===== src/hdl/pths_regs.svh =====
// Register map, field positions, reset values and timing counts
// Assumes a 40 MHz mclk and a 32-bit AXI4-Lite register bus
// Operation
// - Each core reading is distance below max junction temperature, saturating at zero.
// - Core temperature register returns that core's instantaneous reading.
// - Link temperature is the hottest reading averaged over a sliding 256 ms.
// - Reading at zero, or within programmed offset, activates thermal control.
// - Activation lowers frequency and voltage of compute and graphics cores.
// - Two programmable thresholds per core raise interrupts when crossed.
// - One package hot output asserts whenever any core reaches activation.
// - Hot output policy ignores whether adaptive thermal monitoring is enabled.
// - Hot pin is bidirectional after reset, configurable as input only.
// - External hot assertion forces lowest performance state, no clock modulation.
// - Lowest state is held until the external party releases the pin.
// - Optional interrupt on each assertion and deassertion edge of hot pin.
// - External assertion is not seen while the device drives the pin.
// - Response to external hot assertion completes under 100 us.
// - Internal power reduction proceeds in small steps over milliseconds.
// - Hot output drops in deep idle and reasserts on wake if hot.
// - Platform link temperature averaging keeps running in every idle state.
// - Damage temperature shuts the package down and asserts the trip output.
// - Reference register holds maximum in 23:16 and activation offset in 29:24.
`ifndef PTHS_REGS_SVH
`define PTHS_REGS_SVH

`define PTHS_CLK_NS 25
`define PTHS_AVG_WINDOW_MS 256
`define PTHS_AVG_DEPTH 16
`define PTHS_AVG_SAMPLE_CYC ((`PTHS_AVG_WINDOW_MS * 1000000 / `PTHS_AVG_DEPTH) / `PTHS_CLK_NS)
`define PTHS_STEP_US 1000
`define PTHS_STEP_CYC (`PTHS_STEP_US * 1000 / `PTHS_CLK_NS)
`define PTHS_HOT_RESP_US 100
`define PTHS_HOT_RESP_CYC (`PTHS_HOT_RESP_US * 1000 / `PTHS_CLK_NS)
`define PTHS_HOT_PIPE_CYC 4
`define PTHS_CNT_W 24

`define PTHS_REF_OFF 8'h00
`define PTHS_CTRL_OFF 8'h04
`define PTHS_STATUS_OFF 8'h08
`define PTHS_LINK_TEMP_OFF 8'h0c
`define PTHS_PERF_OFF 8'h10
`define PTHS_CORE_TEMP_BASE 8'h20
`define PTHS_THRESH_BASE 8'h40

`define PTHS_REF_MAX_LSB 16
`define PTHS_REF_OFS_LSB 24
`define PTHS_REF_OFS_W 6
`define PTHS_CTRL_INONLY 0
`define PTHS_CTRL_EDGEIRQ 1
`define PTHS_CTRL_RESET 32'h0000_0000
`define PTHS_CTRL_MASK 32'h0000_0003
`define PTHS_ST_EXT_ASSERT 4
`define PTHS_ST_EXT_RELEASE 5
`define PTHS_THR0_LSB 0
`define PTHS_THR1_LSB 8
`define PTHS_THR0_EN 16
`define PTHS_THR1_EN 17
`define PTHS_THRESH_MASK 32'h0003_ffff
`define PTHS_THRESH_RESET 32'h0000_0000
`define PTHS_MAX_TEMP_DEF 8'h64
`define PTHS_TRIP_MARGIN_DEF 8'h19

`endif


===== src/hdl/pths_pkg.sv =====
// Types shared by the thermal alarm block and its averaging unit
// Assumes the constants of pths_regs.svh
`include "pths_regs.svh"
package pths_pkg;
    typedef logic [7:0] pths_temp_t;
    typedef logic [31:0] pths_word_t;
    typedef enum logic [1:0] {PTHS_NORMAL, PTHS_STEP_DOWN, PTHS_EXT_LOW, PTHS_TRIPPED} pths_perf_t;
    typedef logic [`PTHS_CNT_W-1:0] pths_cnt_t;
endpackage


===== src/hdl/pths_avg_if.sv =====
// Link between the alarm logic and the sliding-window averager
// Assumes both ends run on mclk
`timescale 1ns/1ps
interface pths_avg_if;
    logic sampleStb;
    pths_pkg::pths_temp_t sampleVal;
    pths_pkg::pths_temp_t avgVal;
    modport feed (output sampleStb, output sampleVal, input avgVal);
    modport avg (input sampleStb, input sampleVal, output avgVal);
endinterface


===== src/hdl/pths_top.sv =====
// Package thermal alarm: per-core sensing, hot pin, staged throttling, trip
// Assumes readings arrive on mclk; the hot pin is asynchronous and wired-low
//
// The register offsets and the AXI4-Lite register port are this design's own decisions.
`timescale 1ns/1ps
`include "pths_regs.svh"
module pths_top #(
    parameter int NUM_CORES = 4,
    parameter int SAMPLE_CYC = `PTHS_AVG_SAMPLE_CYC,
    parameter int STEP_CYC = `PTHS_STEP_CYC,
    parameter logic [3:0] MAX_PERF = 4'hf,
    parameter logic [7:0] MAX_TEMP = `PTHS_MAX_TEMP_DEF,
    parameter logic [7:0] TRIP_MARGIN = `PTHS_TRIP_MARGIN_DEF
) (
    // Clocking
    input wire logic mclk,
    input wire logic rst_n,
    input wire logic ce,
    // AXI4-Lite slave
    input wire logic [7:0] awaddr,
    input wire logic awvalid,
    output logic awready,
    input wire pths_pkg::pths_word_t wdata,
    input wire logic [3:0] wstrb,
    input wire logic wvalid,
    output logic wready,
    output logic [1:0] bresp,
    output logic bvalid,
    input wire logic bready,
    input wire logic [7:0] araddr,
    input wire logic arvalid,
    output logic arready,
    output pths_pkg::pths_word_t rdata,
    output logic [1:0] rresp,
    output logic rvalid,
    input wire logic rready,
    // Core sensors, absolute codes
    input wire logic [NUM_CORES*8-1:0] coreTempSensor,
    input wire logic pkgDeepIdle,
    // Package hot pin, open drain
    input wire logic packageHotPinIn_n,
    output logic packageHotPinOut_n,
    output logic packageHotPinOe,
    // Throttling and alarms
    output logic [3:0] perfLevel,
    output logic clkModEn,
    output logic thermCtlActive,
    output logic [2*NUM_CORES-1:0] coreThreshIrq,
    output logic hotEdgeIrq,
    output logic catastrophicTripOut_n,
    output logic shutdownReq
);
    import pths_pkg::*;

    if (NUM_CORES < 1 || NUM_CORES > 8)
        $error("NUM_CORES must be 1 to 8");
    if (SAMPLE_CYC < 1 || SAMPLE_CYC >= (1 << `PTHS_CNT_W))
        $error("SAMPLE_CYC out of counter range");
    if (STEP_CYC < 1 || STEP_CYC >= (1 << `PTHS_CNT_W))
        $error("STEP_CYC out of counter range");
    if (`PTHS_HOT_PIPE_CYC > `PTHS_HOT_RESP_CYC)
        $error("Hot pin response path too slow");

    localparam logic [1:0] RESP_OK = 2'b00;
    localparam logic [1:0] RESP_ERR = 2'b10;
    localparam pths_cnt_t SAMPLE_LAST = pths_cnt_t'(SAMPLE_CYC - 1);
    localparam pths_cnt_t STEP_LAST = pths_cnt_t'(STEP_CYC - 1);

    function automatic pths_temp_t toRelative(input pths_temp_t absT);
        return (absT >= MAX_TEMP) ? 8'h00 : pths_temp_t'(MAX_TEMP - absT);
    endfunction

    function automatic pths_word_t mergeStrb(input pths_word_t old, input pths_word_t nw,
                                             input logic [3:0] strb);
        pths_word_t res;
        res = old;
        for (int b = 0; b < 4; b++)
            if (strb[b])
                res[b*8 +: 8] = nw[b*8 +: 8];
        return res;
    endfunction

    // Per-core slot decode; returns NUM_CORES when not a slot of that bank
    function automatic int coreSlot(input logic [7:0] addr, input logic [7:0] base);
        logic [7:0] d;
        d = addr - base;
        if (addr >= base && d[1:0] == 2'b00 && int'(d[7:2]) < NUM_CORES)
            return int'(d[7:2]);
        return NUM_CORES;
    endfunction

    // Register state
    logic [`PTHS_REF_OFS_W-1:0] actOffset;
    pths_word_t ctrl;
    pths_word_t thresh [NUM_CORES];
    logic extAssertSeen;
    logic extReleaseSeen;
    // Sensing state
    pths_temp_t relNow [NUM_CORES];
    pths_temp_t relPrev [NUM_CORES];
    logic [NUM_CORES-1:0] coreAtAct;
    logic [NUM_CORES-1:0] coreTrip;
    pths_temp_t hottest;
    logic anyAct;
    logic anyTrip;
    // AXI holding state
    logic [7:0] awAddrQ;
    pths_word_t wDataQ;
    logic [3:0] wStrbQ;
    logic awHeld;
    logic wHeld;
    logic writeFire;
    // Hot pin state
    logic hotSyncA;
    logic hotSyncB;
    logic oeD1;
    logic oeD2;
    logic extHot;
    logic extHotNow;
    logic next_drive;
    pths_perf_t perfState;
    pths_cnt_t stepCnt;
    pths_cnt_t sampleCnt;
    logic tripped;

    pths_avg_if avgLink ();

    assign writeFire = awHeld && wHeld && !bvalid;

    // Per-core relative reading, saturated at the maximum
    for (genvar c = 0; c < NUM_CORES; c++)
    begin : g_core
        pths_temp_t absT;
        assign absT = coreTempSensor[c*8 +: 8];
        assign coreAtAct[c] = relNow[c] <= {2'b00, actOffset};
        assign coreTrip[c] = {1'b0, absT} >= ({1'b0, MAX_TEMP} + {1'b0, TRIP_MARGIN});

        always_ff @(posedge mclk or negedge rst_n)
        begin
            if (!rst_n)
            begin
                relNow[c] <= 8'hff;
                relPrev[c] <= 8'hff;
            end
            else if (ce)
            begin
                relNow[c] <= toRelative(absT);
                relPrev[c] <= relNow[c];
            end
        end

        // A crossing of an enabled threshold in either direction pulses that threshold's own interrupt line
        always_ff @(posedge mclk or negedge rst_n)
        begin
            if (!rst_n)
                coreThreshIrq[2*c +: 2] <= 2'b00;
            else if (ce)
            begin
                coreThreshIrq[2*c] <= thresh[c][`PTHS_THR0_EN] &&
                    ((relNow[c] > thresh[c][`PTHS_THR0_LSB +: 8]) !=
                     (relPrev[c] > thresh[c][`PTHS_THR0_LSB +: 8]));
                coreThreshIrq[2*c+1] <= thresh[c][`PTHS_THR1_EN] &&
                    ((relNow[c] > thresh[c][`PTHS_THR1_LSB +: 8]) !=
                     (relPrev[c] > thresh[c][`PTHS_THR1_LSB +: 8]));
            end
        end
    end

    always_comb
    begin
        hottest = 8'hff;
        for (int c = 0; c < NUM_CORES; c++)
            if (relNow[c] < hottest)
                hottest = relNow[c];
    end

    assign anyAct = |coreAtAct;
    assign anyTrip = |coreTrip;

    // Averaging keeps sampling through idle states so the link stays pollable
    always_ff @(posedge mclk or negedge rst_n)
    begin
        if (!rst_n)
            sampleCnt <= '0;
        else if (ce)
            sampleCnt <= (sampleCnt == SAMPLE_LAST) ? '0 : sampleCnt + 1'b1;
    end

    assign avgLink.sampleStb = sampleCnt == SAMPLE_LAST;
    assign avgLink.sampleVal = hottest;

    pths_avg i_pths_avg (
        .mclk(mclk),
        .rst_n(rst_n),
        .ce(ce),
        .link(avgLink.avg)
    );

    // Drive on activation whatever the monitor enable; deep idle drops it, wake resumes it
    assign next_drive = anyAct && !pkgDeepIdle && !ctrl[`PTHS_CTRL_INONLY];

    always_ff @(posedge mclk or negedge rst_n)
    begin
        if (!rst_n)
        begin
            packageHotPinOe <= 1'b0;
            packageHotPinOut_n <= 1'b1;
        end
        else if (ce)
        begin
            packageHotPinOe <= next_drive;
            packageHotPinOut_n <= !next_drive;
        end
    end

    // Our own drive is masked out until it has left the synchroniser
    assign extHotNow = !hotSyncB && !packageHotPinOe && !oeD1 && !oeD2;

    always_ff @(posedge mclk or negedge rst_n)
    begin
        if (!rst_n)
        begin
            hotSyncA <= 1'b1;
            hotSyncB <= 1'b1;
            oeD1 <= 1'b0;
            oeD2 <= 1'b0;
            extHot <= 1'b0;
            hotEdgeIrq <= 1'b0;
        end
        else if (ce)
        begin
            hotSyncA <= packageHotPinIn_n;
            hotSyncB <= hotSyncA;
            oeD1 <= packageHotPinOe;
            oeD2 <= oeD1;
            extHot <= extHotNow;
            hotEdgeIrq <= ctrl[`PTHS_CTRL_EDGEIRQ] && (extHotNow != extHot);
        end
    end

    // External hot jumps straight to the floor; the internal path steps once per
    // interval to avoid droop from a sudden load change
    always_ff @(posedge mclk or negedge rst_n)
    begin
        if (!rst_n)
        begin
            perfState <= PTHS_NORMAL;
            perfLevel <= MAX_PERF;
            stepCnt <= '0;
            clkModEn <= 1'b0;
        end
        else if (ce)
        begin
            stepCnt <= (stepCnt == STEP_LAST) ? '0 : stepCnt + 1'b1;
            if (tripped)
                perfLevel <= 4'h0;
            unique case (perfState)
                PTHS_TRIPPED:
                    clkModEn <= 1'b0;
                PTHS_EXT_LOW:
                begin
                    perfLevel <= 4'h0;
                    clkModEn <= 1'b0;
                    if (tripped)
                        perfState <= PTHS_TRIPPED;
                    else if (!extHot)
                        perfState <= PTHS_NORMAL;
                end
                PTHS_NORMAL, PTHS_STEP_DOWN:
                begin
                    if (tripped)
                        perfState <= PTHS_TRIPPED;
                    else if (extHot)
                    begin
                        perfState <= PTHS_EXT_LOW;
                        perfLevel <= 4'h0;
                        clkModEn <= 1'b0;
                    end
                    else if (anyAct)
                    begin
                        perfState <= PTHS_STEP_DOWN;
                        if (stepCnt == STEP_LAST)
                        begin
                            if (perfLevel != 4'h0)
                                perfLevel <= perfLevel - 1'b1;
                            else
                                clkModEn <= 1'b1;
                        end
                    end
                    else
                    begin
                        perfState <= PTHS_NORMAL;
                        clkModEn <= 1'b0;
                        if (stepCnt == STEP_LAST && perfLevel != MAX_PERF)
                            perfLevel <= perfLevel + 1'b1;
                    end
                end
            endcase
        end
    end

    // Trip latches until reset; nothing software writes can clear it
    always_ff @(posedge mclk or negedge rst_n)
    begin
        if (!rst_n)
        begin
            tripped <= 1'b0;
            catastrophicTripOut_n <= 1'b1;
            shutdownReq <= 1'b0;
            thermCtlActive <= 1'b0;
        end
        else if (ce)
        begin
            tripped <= tripped || anyTrip;
            catastrophicTripOut_n <= !(tripped || anyTrip);
            shutdownReq <= tripped || anyTrip;
            thermCtlActive <= anyAct;
        end
    end

    // AXI write channels may arrive in either order
    always_ff @(posedge mclk or negedge rst_n)
    begin
        if (!rst_n)
        begin
            awready <= 1'b1;
            wready <= 1'b1;
            awHeld <= 1'b0;
            wHeld <= 1'b0;
            awAddrQ <= 8'h00;
            wDataQ <= 32'h0000_0000;
            wStrbQ <= 4'h0;
            bvalid <= 1'b0;
            bresp <= RESP_OK;
        end
        else if (ce)
        begin
            if (awvalid && awready)
            begin
                awAddrQ <= awaddr;
                awHeld <= 1'b1;
                awready <= 1'b0;
            end
            if (wvalid && wready)
            begin
                wDataQ <= wdata;
                wStrbQ <= wstrb;
                wHeld <= 1'b1;
                wready <= 1'b0;
            end
            if (writeFire)
            begin
                bvalid <= 1'b1;
                bresp <= (awAddrQ == `PTHS_REF_OFF || awAddrQ == `PTHS_CTRL_OFF ||
                          awAddrQ == `PTHS_STATUS_OFF ||
                          coreSlot(awAddrQ, `PTHS_THRESH_BASE) < NUM_CORES) ? RESP_OK : RESP_ERR;
            end
            if (bvalid && bready)
            begin
                bvalid <= 1'b0;
                awHeld <= 1'b0;
                wHeld <= 1'b0;
                awready <= 1'b1;
                wready <= 1'b1;
            end
        end
    end

    // Software-writable configuration
    always_ff @(posedge mclk or negedge rst_n)
    begin
        if (!rst_n)
        begin
            actOffset <= '0;
            ctrl <= `PTHS_CTRL_RESET;
            for (int c = 0; c < NUM_CORES; c++)
                thresh[c] <= `PTHS_THRESH_RESET;
        end
        else if (ce && writeFire)
        begin
            if (awAddrQ == `PTHS_REF_OFF && wStrbQ[3])
                actOffset <= wDataQ[`PTHS_REF_OFS_LSB +: `PTHS_REF_OFS_W];
            if (awAddrQ == `PTHS_CTRL_OFF)
                ctrl <= mergeStrb(ctrl, wDataQ, wStrbQ) & `PTHS_CTRL_MASK;
            for (int c = 0; c < NUM_CORES; c++)
                if (coreSlot(awAddrQ, `PTHS_THRESH_BASE) == c)
                    thresh[c] <= mergeStrb(thresh[c], wDataQ, wStrbQ) & `PTHS_THRESH_MASK;
        end
    end

    // Sticky edge flags, write one to clear; a new edge in the clear cycle wins
    always_ff @(posedge mclk or negedge rst_n)
    begin
        if (!rst_n)
        begin
            extAssertSeen <= 1'b0;
            extReleaseSeen <= 1'b0;
        end
        else if (ce)
        begin
            if (extHotNow && !extHot)
                extAssertSeen <= 1'b1;
            else if (writeFire && awAddrQ == `PTHS_STATUS_OFF && wStrbQ[0] &&
                     wDataQ[`PTHS_ST_EXT_ASSERT])
                extAssertSeen <= 1'b0;
            if (!extHotNow && extHot)
                extReleaseSeen <= 1'b1;
            else if (writeFire && awAddrQ == `PTHS_STATUS_OFF && wStrbQ[0] &&
                     wDataQ[`PTHS_ST_EXT_RELEASE])
                extReleaseSeen <= 1'b0;
        end
    end

    // Read channel answers one cycle after the address is taken
    always_ff @(posedge mclk or negedge rst_n)
    begin
        if (!rst_n)
        begin
            arready <= 1'b1;
            rvalid <= 1'b0;
            rdata <= 32'h0000_0000;
            rresp <= RESP_OK;
        end
        else if (ce)
        begin
            if (arvalid && arready)
            begin
                arready <= 1'b0;
                rvalid <= 1'b1;
                rresp <= RESP_OK;
                rdata <= 32'h0000_0000;
                if (araddr == `PTHS_REF_OFF)
                begin
                    rdata[`PTHS_REF_MAX_LSB +: 8] <= MAX_TEMP;
                    rdata[`PTHS_REF_OFS_LSB +: `PTHS_REF_OFS_W] <= actOffset;
                end
                else if (araddr == `PTHS_CTRL_OFF)
                    rdata <= ctrl;
                else if (araddr == `PTHS_STATUS_OFF)
                    rdata[6:0] <= {clkModEn, extReleaseSeen, extAssertSeen, tripped,
                                   extHot, packageHotPinOe, anyAct};
                else if (araddr == `PTHS_LINK_TEMP_OFF)
                    rdata[7:0] <= avgLink.avgVal;
                else if (araddr == `PTHS_PERF_OFF)
                    rdata[5:0] <= {perfState, perfLevel};
                else if (coreSlot(araddr, `PTHS_CORE_TEMP_BASE) < NUM_CORES)
                    rdata[7:0] <= relNow[coreSlot(araddr, `PTHS_CORE_TEMP_BASE)];
                else if (coreSlot(araddr, `PTHS_THRESH_BASE) < NUM_CORES)
                    rdata <= thresh[coreSlot(araddr, `PTHS_THRESH_BASE)];
                else
                    rresp <= RESP_ERR;
            end
            else if (rvalid && rready)
            begin
                rvalid <= 1'b0;
                arready <= 1'b1;
            end
        end
    end
endmodule


===== src/hdl/pths_avg.sv =====
// Sliding-window average of the hottest package reading
// Assumes one sample strobe per window slot from the alarm logic
`timescale 1ns/1ps
`include "pths_regs.svh"
module pths_avg #(
    parameter int DEPTH = `PTHS_AVG_DEPTH
) (
    // Clocking
    input wire logic mclk,
    input wire logic rst_n,
    input wire logic ce,
    // Samples in, average out
    pths_avg_if.avg link
);
    import pths_pkg::*;
    localparam int LG = $clog2(DEPTH);

    if (DEPTH < 2 || (1 << LG) != DEPTH)
        $error("DEPTH must be a power of two, at least 2");

    pths_temp_t ring [DEPTH];
    logic [LG-1:0] slot;
    logic [LG+7:0] sum;
    logic [LG+7:0] next_sum;

    assign next_sum = sum + {{LG{1'b0}}, link.sampleVal} - {{LG{1'b0}}, ring[slot]};

    // Empty slots start at zero, so the first window reads hot until filled
    always_ff @(posedge mclk or negedge rst_n)
    begin
        if (!rst_n)
        begin
            for (int i = 0; i < DEPTH; i++)
                ring[i] <= 8'h00;
            slot <= '0;
            sum <= '0;
            link.avgVal <= 8'h00;
        end
        else if (ce && link.sampleStb)
        begin
            ring[slot] <= link.sampleVal;
            slot <= slot + 1'b1;
            sum <= next_sum;
            link.avgVal <= next_sum[LG+7:LG];
        end
    end
endmodule


===== config.mk =====
export PLATFORM = sky130hd
export DESIGN_NAME = pths_top
export DESIGN_NICKNAME = d
export VERILOG_FILES = /design/src/hdl/pths_pkg.sv /design/src/hdl/pths_avg_if.sv /design/src/hdl/pths_top.sv /design/src/hdl/pths_avg.sv
export VERILOG_INCLUDE_DIRS = /design/src /design/src/hdl
export SDC_FILE = /design/constraint.sdc
export NUM_CORES = 1
export LEC_CHECK = 0
export BUFFER_PORTS_ARGS = -buffer_cell sky130_fd_sc_hd__buf_2
export CELL_PAD_IN_SITES_DETAIL_PLACEMENT = 1
export CELL_PAD_IN_SITES_GLOBAL_PLACEMENT = 1
export CORE_ASPECT_RATIO = 2
export CORE_MARGIN = 2
export CORE_UTILIZATION = 50
export CTS_BUF_LIST = sky130_fd_sc_hd__clkbuf_2
export DETAILED_ROUTE_END_ITERATION = 10
export MAX_ROUTING_LAYER = met4
export PLACE_DENSITY = 0.9
export SLEW_MARGIN = 20
export SYNTH_ARGS = -nofsm -noshare
export SYNTH_HDL_FRONTEND = slang
export SYNTH_SLANG_ARGS = --single-unit

===== constraint.sdc =====
create_clock -name mclk -period 9.39 [get_ports mclk]
set_input_delay 0.4695 -clock mclk [delete_from_list [all_inputs] [get_ports mclk]]
set_output_delay 0.4695 -clock mclk [all_outputs]
set_load 0.02 [all_outputs]

# Word level (Yosys, flattened, before mapping)

Index checks and enable logic that the tools add are counted.

Bits in registers: 457
Input port bits: 94
Output and inout bits: 60
Word-level logic and storage cells: 442

Add/sub/neg operators: 14
Order comparisons: 45
Equality and inequality tests: 28
Muxes and demuxes: 178
Bitwise gates (word level): 3
Reductions and logical operators: 98

Operators with widths:

| cell                    | number |
|---|---|
| $mux W32                | 51 |
| $mux W8                 | 22 |
| $bwmux W128             | 1 |
| $gt A8 B8 Y1            | 16 |
| $lt A32 B4 Y1 const B   | 3 |
| $mux W24                | 4 |
| $ge A8 B7 Y1 const B    | 10 |
| $bmux W32 S2            | 1 |
| $eq A32 B3 Y1 const B   | 2 |
| $ge A32 B3 Y1 const B   | 2 |
| $not A32 Y32            | 2 |
| $mux W1                 | 62 |
| $add A24 B1 Y24 const B | 2 |
| $reduce_and A3 Y1       | 14 |
| $logic_and A1 B1 Y1     | 38 |
| $mux W6                 | 6 |
| $bmux W8 S4             | 1 |
| $demux W8 S4            | 1 |
| $eq A32 B2 Y1 const B   | 1 |
| $le A8 B6 Y1            | 4 |
| $logic_not A32 Y1       | 1 |
| $sub A7 B8 Y8 const A   | 4 |
| $mux W4                 | 7 |
| $mux W2                 | 13 |
| other kinds (43)        | 98 |

# Depth between registers and ports, before layout

Word-level depth: 84
Depth in mapped cells: 40
Mapped depth without buffers: 37

# Cells and area by module

From an unflattened synthesis, not the netlist that was laid out.

Cell total of the unflattened synthesis: 2388
Area, all modules: 24931.4 um^2

Modules (own cells, without submodules):

| module   | times used | cells each | area each (um^2) |
|---|---|---|---|
| pths_top | 1          | 1760       | 17884.7 |
| pths_avg | 1          | 628        | 7046.8 |

# Least setup slack after synthesis

No wires, ideal clock.

Path kind: flip-flop to flip-flop
From: reg relNow[29] (netlist name)
To: reg i_pths_avg.sum[10]
Arrival time: 7402 ps
Required time: 9254 ps
Path slack: 1852 ps
Stages on the path, launching flop included: 39
Path buffers: 2
Clock period less this slack: 7538 ps
Path through: dfstp_2 inv_1 ha_1 a211oi_1 nor2_1 or2_1 nor2_1 clkbuf_1 nor2_1 a21oi_1 ha_1 a21oi_1 nor2b_1 o21ai_0 nand2b_1 nor2_2 mux2i_1 inv_1 (+3 left out) o21ai_0 nor3_1 a31oi_4 mux2_2 buf_2 inv_2 fa_1 fa_1 a21o_1 a21oi_1 o21bai_1 a21oi_1 o21bai_1 a21oi_1 o21bai_1 a21oi_1 xor2_1 o21ai_0

Word-level cells in the longest chain between the ends: 10

Ends and longest elaborated chain:

| element                           | RTL line         | RTL |
|---|---|---|
| from (decl)                       | pths_top.sv:99   | `pths_temp_t relNow [NUM_CORES];` |
| from (signal, indexed assignment) | pths_top.sv:147  | `relNow[c] <= toRelative(absT);` |
| $lt A8 B8 Y1                      | pths_top.sv:173  | `if (relNow[c] < hottest)` |
| $mux W8 (*)                       | pths_top.sv:173  |  |
| $lt A8 B8 Y1                      | pths_top.sv:173  |  |
| $mux W8 (*)                       | pths_top.sv:173  |  |
| $lt A8 B8 Y1                      | pths_top.sv:173  |  |
| $mux W8 (*)                       | pths_top.sv:173  |  |
| $lt A8 B8 Y1                      | pths_top.sv:173  |  |
| $mux W8 (*)                       | pths_top.sv:173  |  |
| named net avgLink.sampleVal[1]    | pths_avg_if.sv:6 | `pths_pkg::pths_temp_t sampleVal;` |
| $add A12 B8 Y12 (*)               | pths_avg.sv:26   | `assign next_sum = sum + {{LG{1'b0}}, link.sampleVal} - {{LG{1'b0}}, ring[slot]};` |
| $sub A12 B8 Y12 (*)               | pths_avg.sv:26   |  |
| to (signal assigned)              | pths_avg.sv:43   | `sum <= next_sum;` |
| to (decl)                         | pths_avg.sv:23   | `logic [LG+7:0] sum;` |

Mark *: on every way through the listed nets, which the timed path passes. The rest lies on a longest branch.
A chain may end at the register's enable or synchronous reset.

# Worst setup path in the final report

From: reg relNow[30] (netlist name)
To: reg i_pths_avg.sum[10]

The elaborated chain is that of the path after synthesis.

==> impl_metrics.env <==
export IMPL_status="finished, final reports clean"
export IMPL_worst_r2r_path_depth=36
export IMPL_num_io_pins=154
export IMPL_grt_overflow=0
export IMPL_synth_area_per_cell_um2=10.3
export IMPL_wl_um=96000
export IMPL_via_count=21600
export IMPL_rsz0062_at_grt="no"
export IMPL_rows=114
export IMPL_path_delay_family="compound AO/OA/AOI/OAI gates"
export IMPL_crit_fanout=17
export IMPL_grt_max_degree=183
export IMPL_startpoint_type="register"
export IMPL_cp_depth=36
export IMPL_antenna_found_initial=8
export IMPL_finalSetupViolCount=0
export IMPL_r2r_end="i_pths_avg.sum[10]"
export IMPL_dominantRegCellSynth="dfrtp_1"
export IMPL_worst_slack_ps=632
export IMPL_hold_viol_final=0
export IMPL_period_share_pct=93.3
export IMPL_synthMuxAreaShare_pct=10.8
export IMPL_slew_violations=0
export IMPL_ys_types=70
export IMPL_numPortBuffers=138
export IMPL_die_w_um=160
export IMPL_clk_path_buf_depth=3
export IMPL_grt_pass1_wl_um=145000
export IMPL_max_stage_delay_ps=620
export IMPL_relSlewSlack_pct=28.3
export IMPL_yosysMostFrequentCell="dfrtp_1"
export IMPL_drt_vias_per_instance=6.29
export IMPL_hold_start="wdata[10]"
export IMPL_clkSinkCount=434
export IMPL_drc=0
export IMPL_synth_edf_count=0
export IMPL_grt_pass1_vias=24500
export IMPL_clock_latency_ps=1230
export IMPL_cts_tree="done"
export IMPL_synth_cells=2382
export IMPL_post_cts_repair_setup_buffers=0
export IMPL_synthAdderAreaFrac_pct=11.3
export IMPL_synth_simple_area_share_pct=12.2
export IMPL_die_area_um2=50800
export IMPL_wl_per_cell_um=28.0
export IMPL_fin_tns_setup_ps=0
export IMPL_track_usage_pct=39.3
export IMPL_drive_above_1_share_pct=21.1
export IMPL_fin_worst_skew_ps=130
export IMPL_worst_path_most_repeated_cell="a21oi_1"
export IMPL_cpMaxStageDelayCell="dfstp_2"
export IMPL_r2r_start="relNow[30]"
export IMPL_arrival_ps=9770
export IMPL_critPathBufInv=4
export IMPL_gp_congestion=0.950
export IMPL_die_h_um=317
export IMPL_cts_buffers=98
export IMPL_core_um2=48400
export IMPL_firstDrtPassIters=6
export IMPL_required_ps=10410
export IMPL_clkTransAtPathRegs_ps=120
export IMPL_yosysSeqAreaShare_pct=44.8
export IMPL_clock_root_buffer="clkbuf_2"
export IMPL_crit_type="register to register"
export IMPL_timing_hold_ws_ps=65.1
export IMPL_min_path_cells=3
export IMPL_synth_compound_area_share_pct=13.7
export IMPL_synthToLayoutAreaGrowth_pct=15.8
export IMPL_synth_area_leaders="dfrtp_1 (37%), ha_1 (11%), dfstp_2 (8.1%)"
export IMPL_synth_seq_cells=434
export IMPL_ctsHtreeMaxLevel=3
export IMPL_drtIter0Drc=1487
export IMPL_period_needed_ps=8760
export IMPL_cap_violations=0
export IMPL_synth_top_family_by_area="compound AO/OA/AOI/OAI gates"
export IMPL_ant_nets=0
export IMPL_end_kind="register"
export IMPL_synth_top_cell_by_area="dfrtp_1"
export IMPL_layout_cells_non_filler=3434
export IMPL_synth_top_area_share_pct=36.8
export IMPL_r2r_slack_ps=630
export IMPL_dp_cells=3104
export IMPL_synth_common_cells="dfrtp_1 (359), ha_1 (207), nand2_1 (202)"
export IMPL_worst_pin_slew_ps=1060
export IMPL_yosysWarningCount=0
export IMPL_hold_path_class="input pin to register"
export IMPL_fmax_ghz=0.114
export IMPL_hpwl_um=64600
export IMPL_place_ws_ps=671
export IMPL_synth_xor_area_share_pct=2.83
export IMPL_worstHoldEndpoint="wDataQ[10]"
export IMPL_initial_core_util_pct=50.5
export IMPL_vdd_drop_max_uv=113
export IMPL_layout_nets=3016
export IMPL_powerDensity_nw_per_um2=174
export IMPL_async_flop_share_pct=100
export IMPL_syn_area_um2=24400
export IMPL_leakage_nw=13.9
[metal layers]
layer,vias up,global-route usage [%],wire [um],share of wire (%)
met4,0,39.1,11200,12
met5,-,-,0,0
li1,9139,-,-,-
met1,10900,35.0,30100,31
met3,545,7.39,4990,5.2
met2,1008,68.3,49700,52
[worst reg2reg max path, delay by kind of cell, from the launching register on]
family | cells | cell delay [ps]
compound gates | 15 | 3330
fa+ha+maj | 5 | 1700
simple gates | 9 | 1430
mux | 2 | 870
flops | 1 | 620
buf+inv | 4 | 520
xor+xnor | 1 | 170
[kinds of logic (layout without fill, tap and decap cells)]
| kind of cell | after synthesis | in the layout |
|---|---|---|
| DFF | 434 | 434 |
| and+or+nand+nor | 646 | 646 |
| adders and majority gates | 215 | 215 |
| other | 1 | 16 |
| muxes | 190 | 190 |
| xor gates and xnor gates | 79 | 79 |
| buffers and inverters | 272 | 671 |
| AOI/OAI and AO/OA | 545 | 545 |
[area by class of cell]
| class | instances | area (um2) |
|---|---|---|
| clock inverters | 42 | 244 |
| clock buffers | 138 | 691 |
| diodes | 9 | 22.5 |
| inverters | 170 | 638 |
| fillers | 5345 | 20100 |
| flip-flops and latches | 434 | 11000 |
| multi-input cells | 1682 | 12500 |
| well taps | 638 | 798 |
| repair buffers | 321 | 2470 |
[layout by cell type, fill, tap and decap left out, drive strengths merged, types with 13 or more instances in the layout]
master,instances
a21o,40
a21oi,185
a31oi,15
and3,25
buf,181
clkbuf,138
clkinv,35
dfrtp,359
dfstp,75
dlygate4sd3,140
ha,207
inv,172
mux2,111
mux2i,31
mux4,48
nand2,202
nand2b,36
nand3,61
nand4,23
nor2,201
nor2b,27
nor3,20
nor4,13
o21a,25
o21ai,145
o22ai,27
o2bb2ai,22
xnor2,52
xor2,27
[report_power, final]
| part | switching, W | total, W | internal [W] |
|---|---|---|---|
| clock network | 0.000892 | 0.00135 | 0.000462 |
| logic | 0.000737 | 0.00129 | 0.000557 |
| registers | 0.000238 | 0.00228 | 0.00204 |
| total | 0.00187 | 0.00493 | 0.00306 |
[worst max-delay path by stage]
stage | slack [ps] | from | end
after floorplan | 1850 | relNow[29] | i_pths_avg.sum[10]
after global placement | 950 | relNow[29] | i_pths_avg.sum[10]
after detailed placement | 670 | relNow[29] | i_pths_avg.sum[10]
after CTS | 710 | relNow[30] | i_pths_avg.sum[10]
after global routing | 110 | relNow[30] | i_pths_avg.sum[10]
final | 630 | relNow[30] | i_pths_avg.sum[10]
[flip-flops by register name, indices dropped and copies added, names as in the netlist, 2 cells and up]
signal	count
actOffset	6
ctrl	2
relPrev	32
stepCnt	24
perfLevel	4
i_pths_avg.ring	128
i_pths_avg.sum	12
sampleCnt	24
perfState	2
relNow	32
i_pths_avg.slot	4
coreThreshIrq	8
thresh	72
awAddrQ	8
wStrbQ	4
rdata	25
wDataQ	24
[per-stage QoR]
step	area (um2)	util, %	total power, W
finish	28300	58.5	0.00493
global route	28300	58.5	0.00513
CTS	28300	58.5	0.00481
detailed placement	25900	53.6	0.00341
global placement	25900	53.6	0.00330
floorplan	24500	-	0.00295
[repair_timing]
action | in CTS | in global routing
endpoints found under the hold margin | 214 | 0
gates resized for setup | 0 | 1
hold buffers | 141 | 0
endpoints found under the setup margin | 0 | 1
Power figures use the tool's default switching activity.
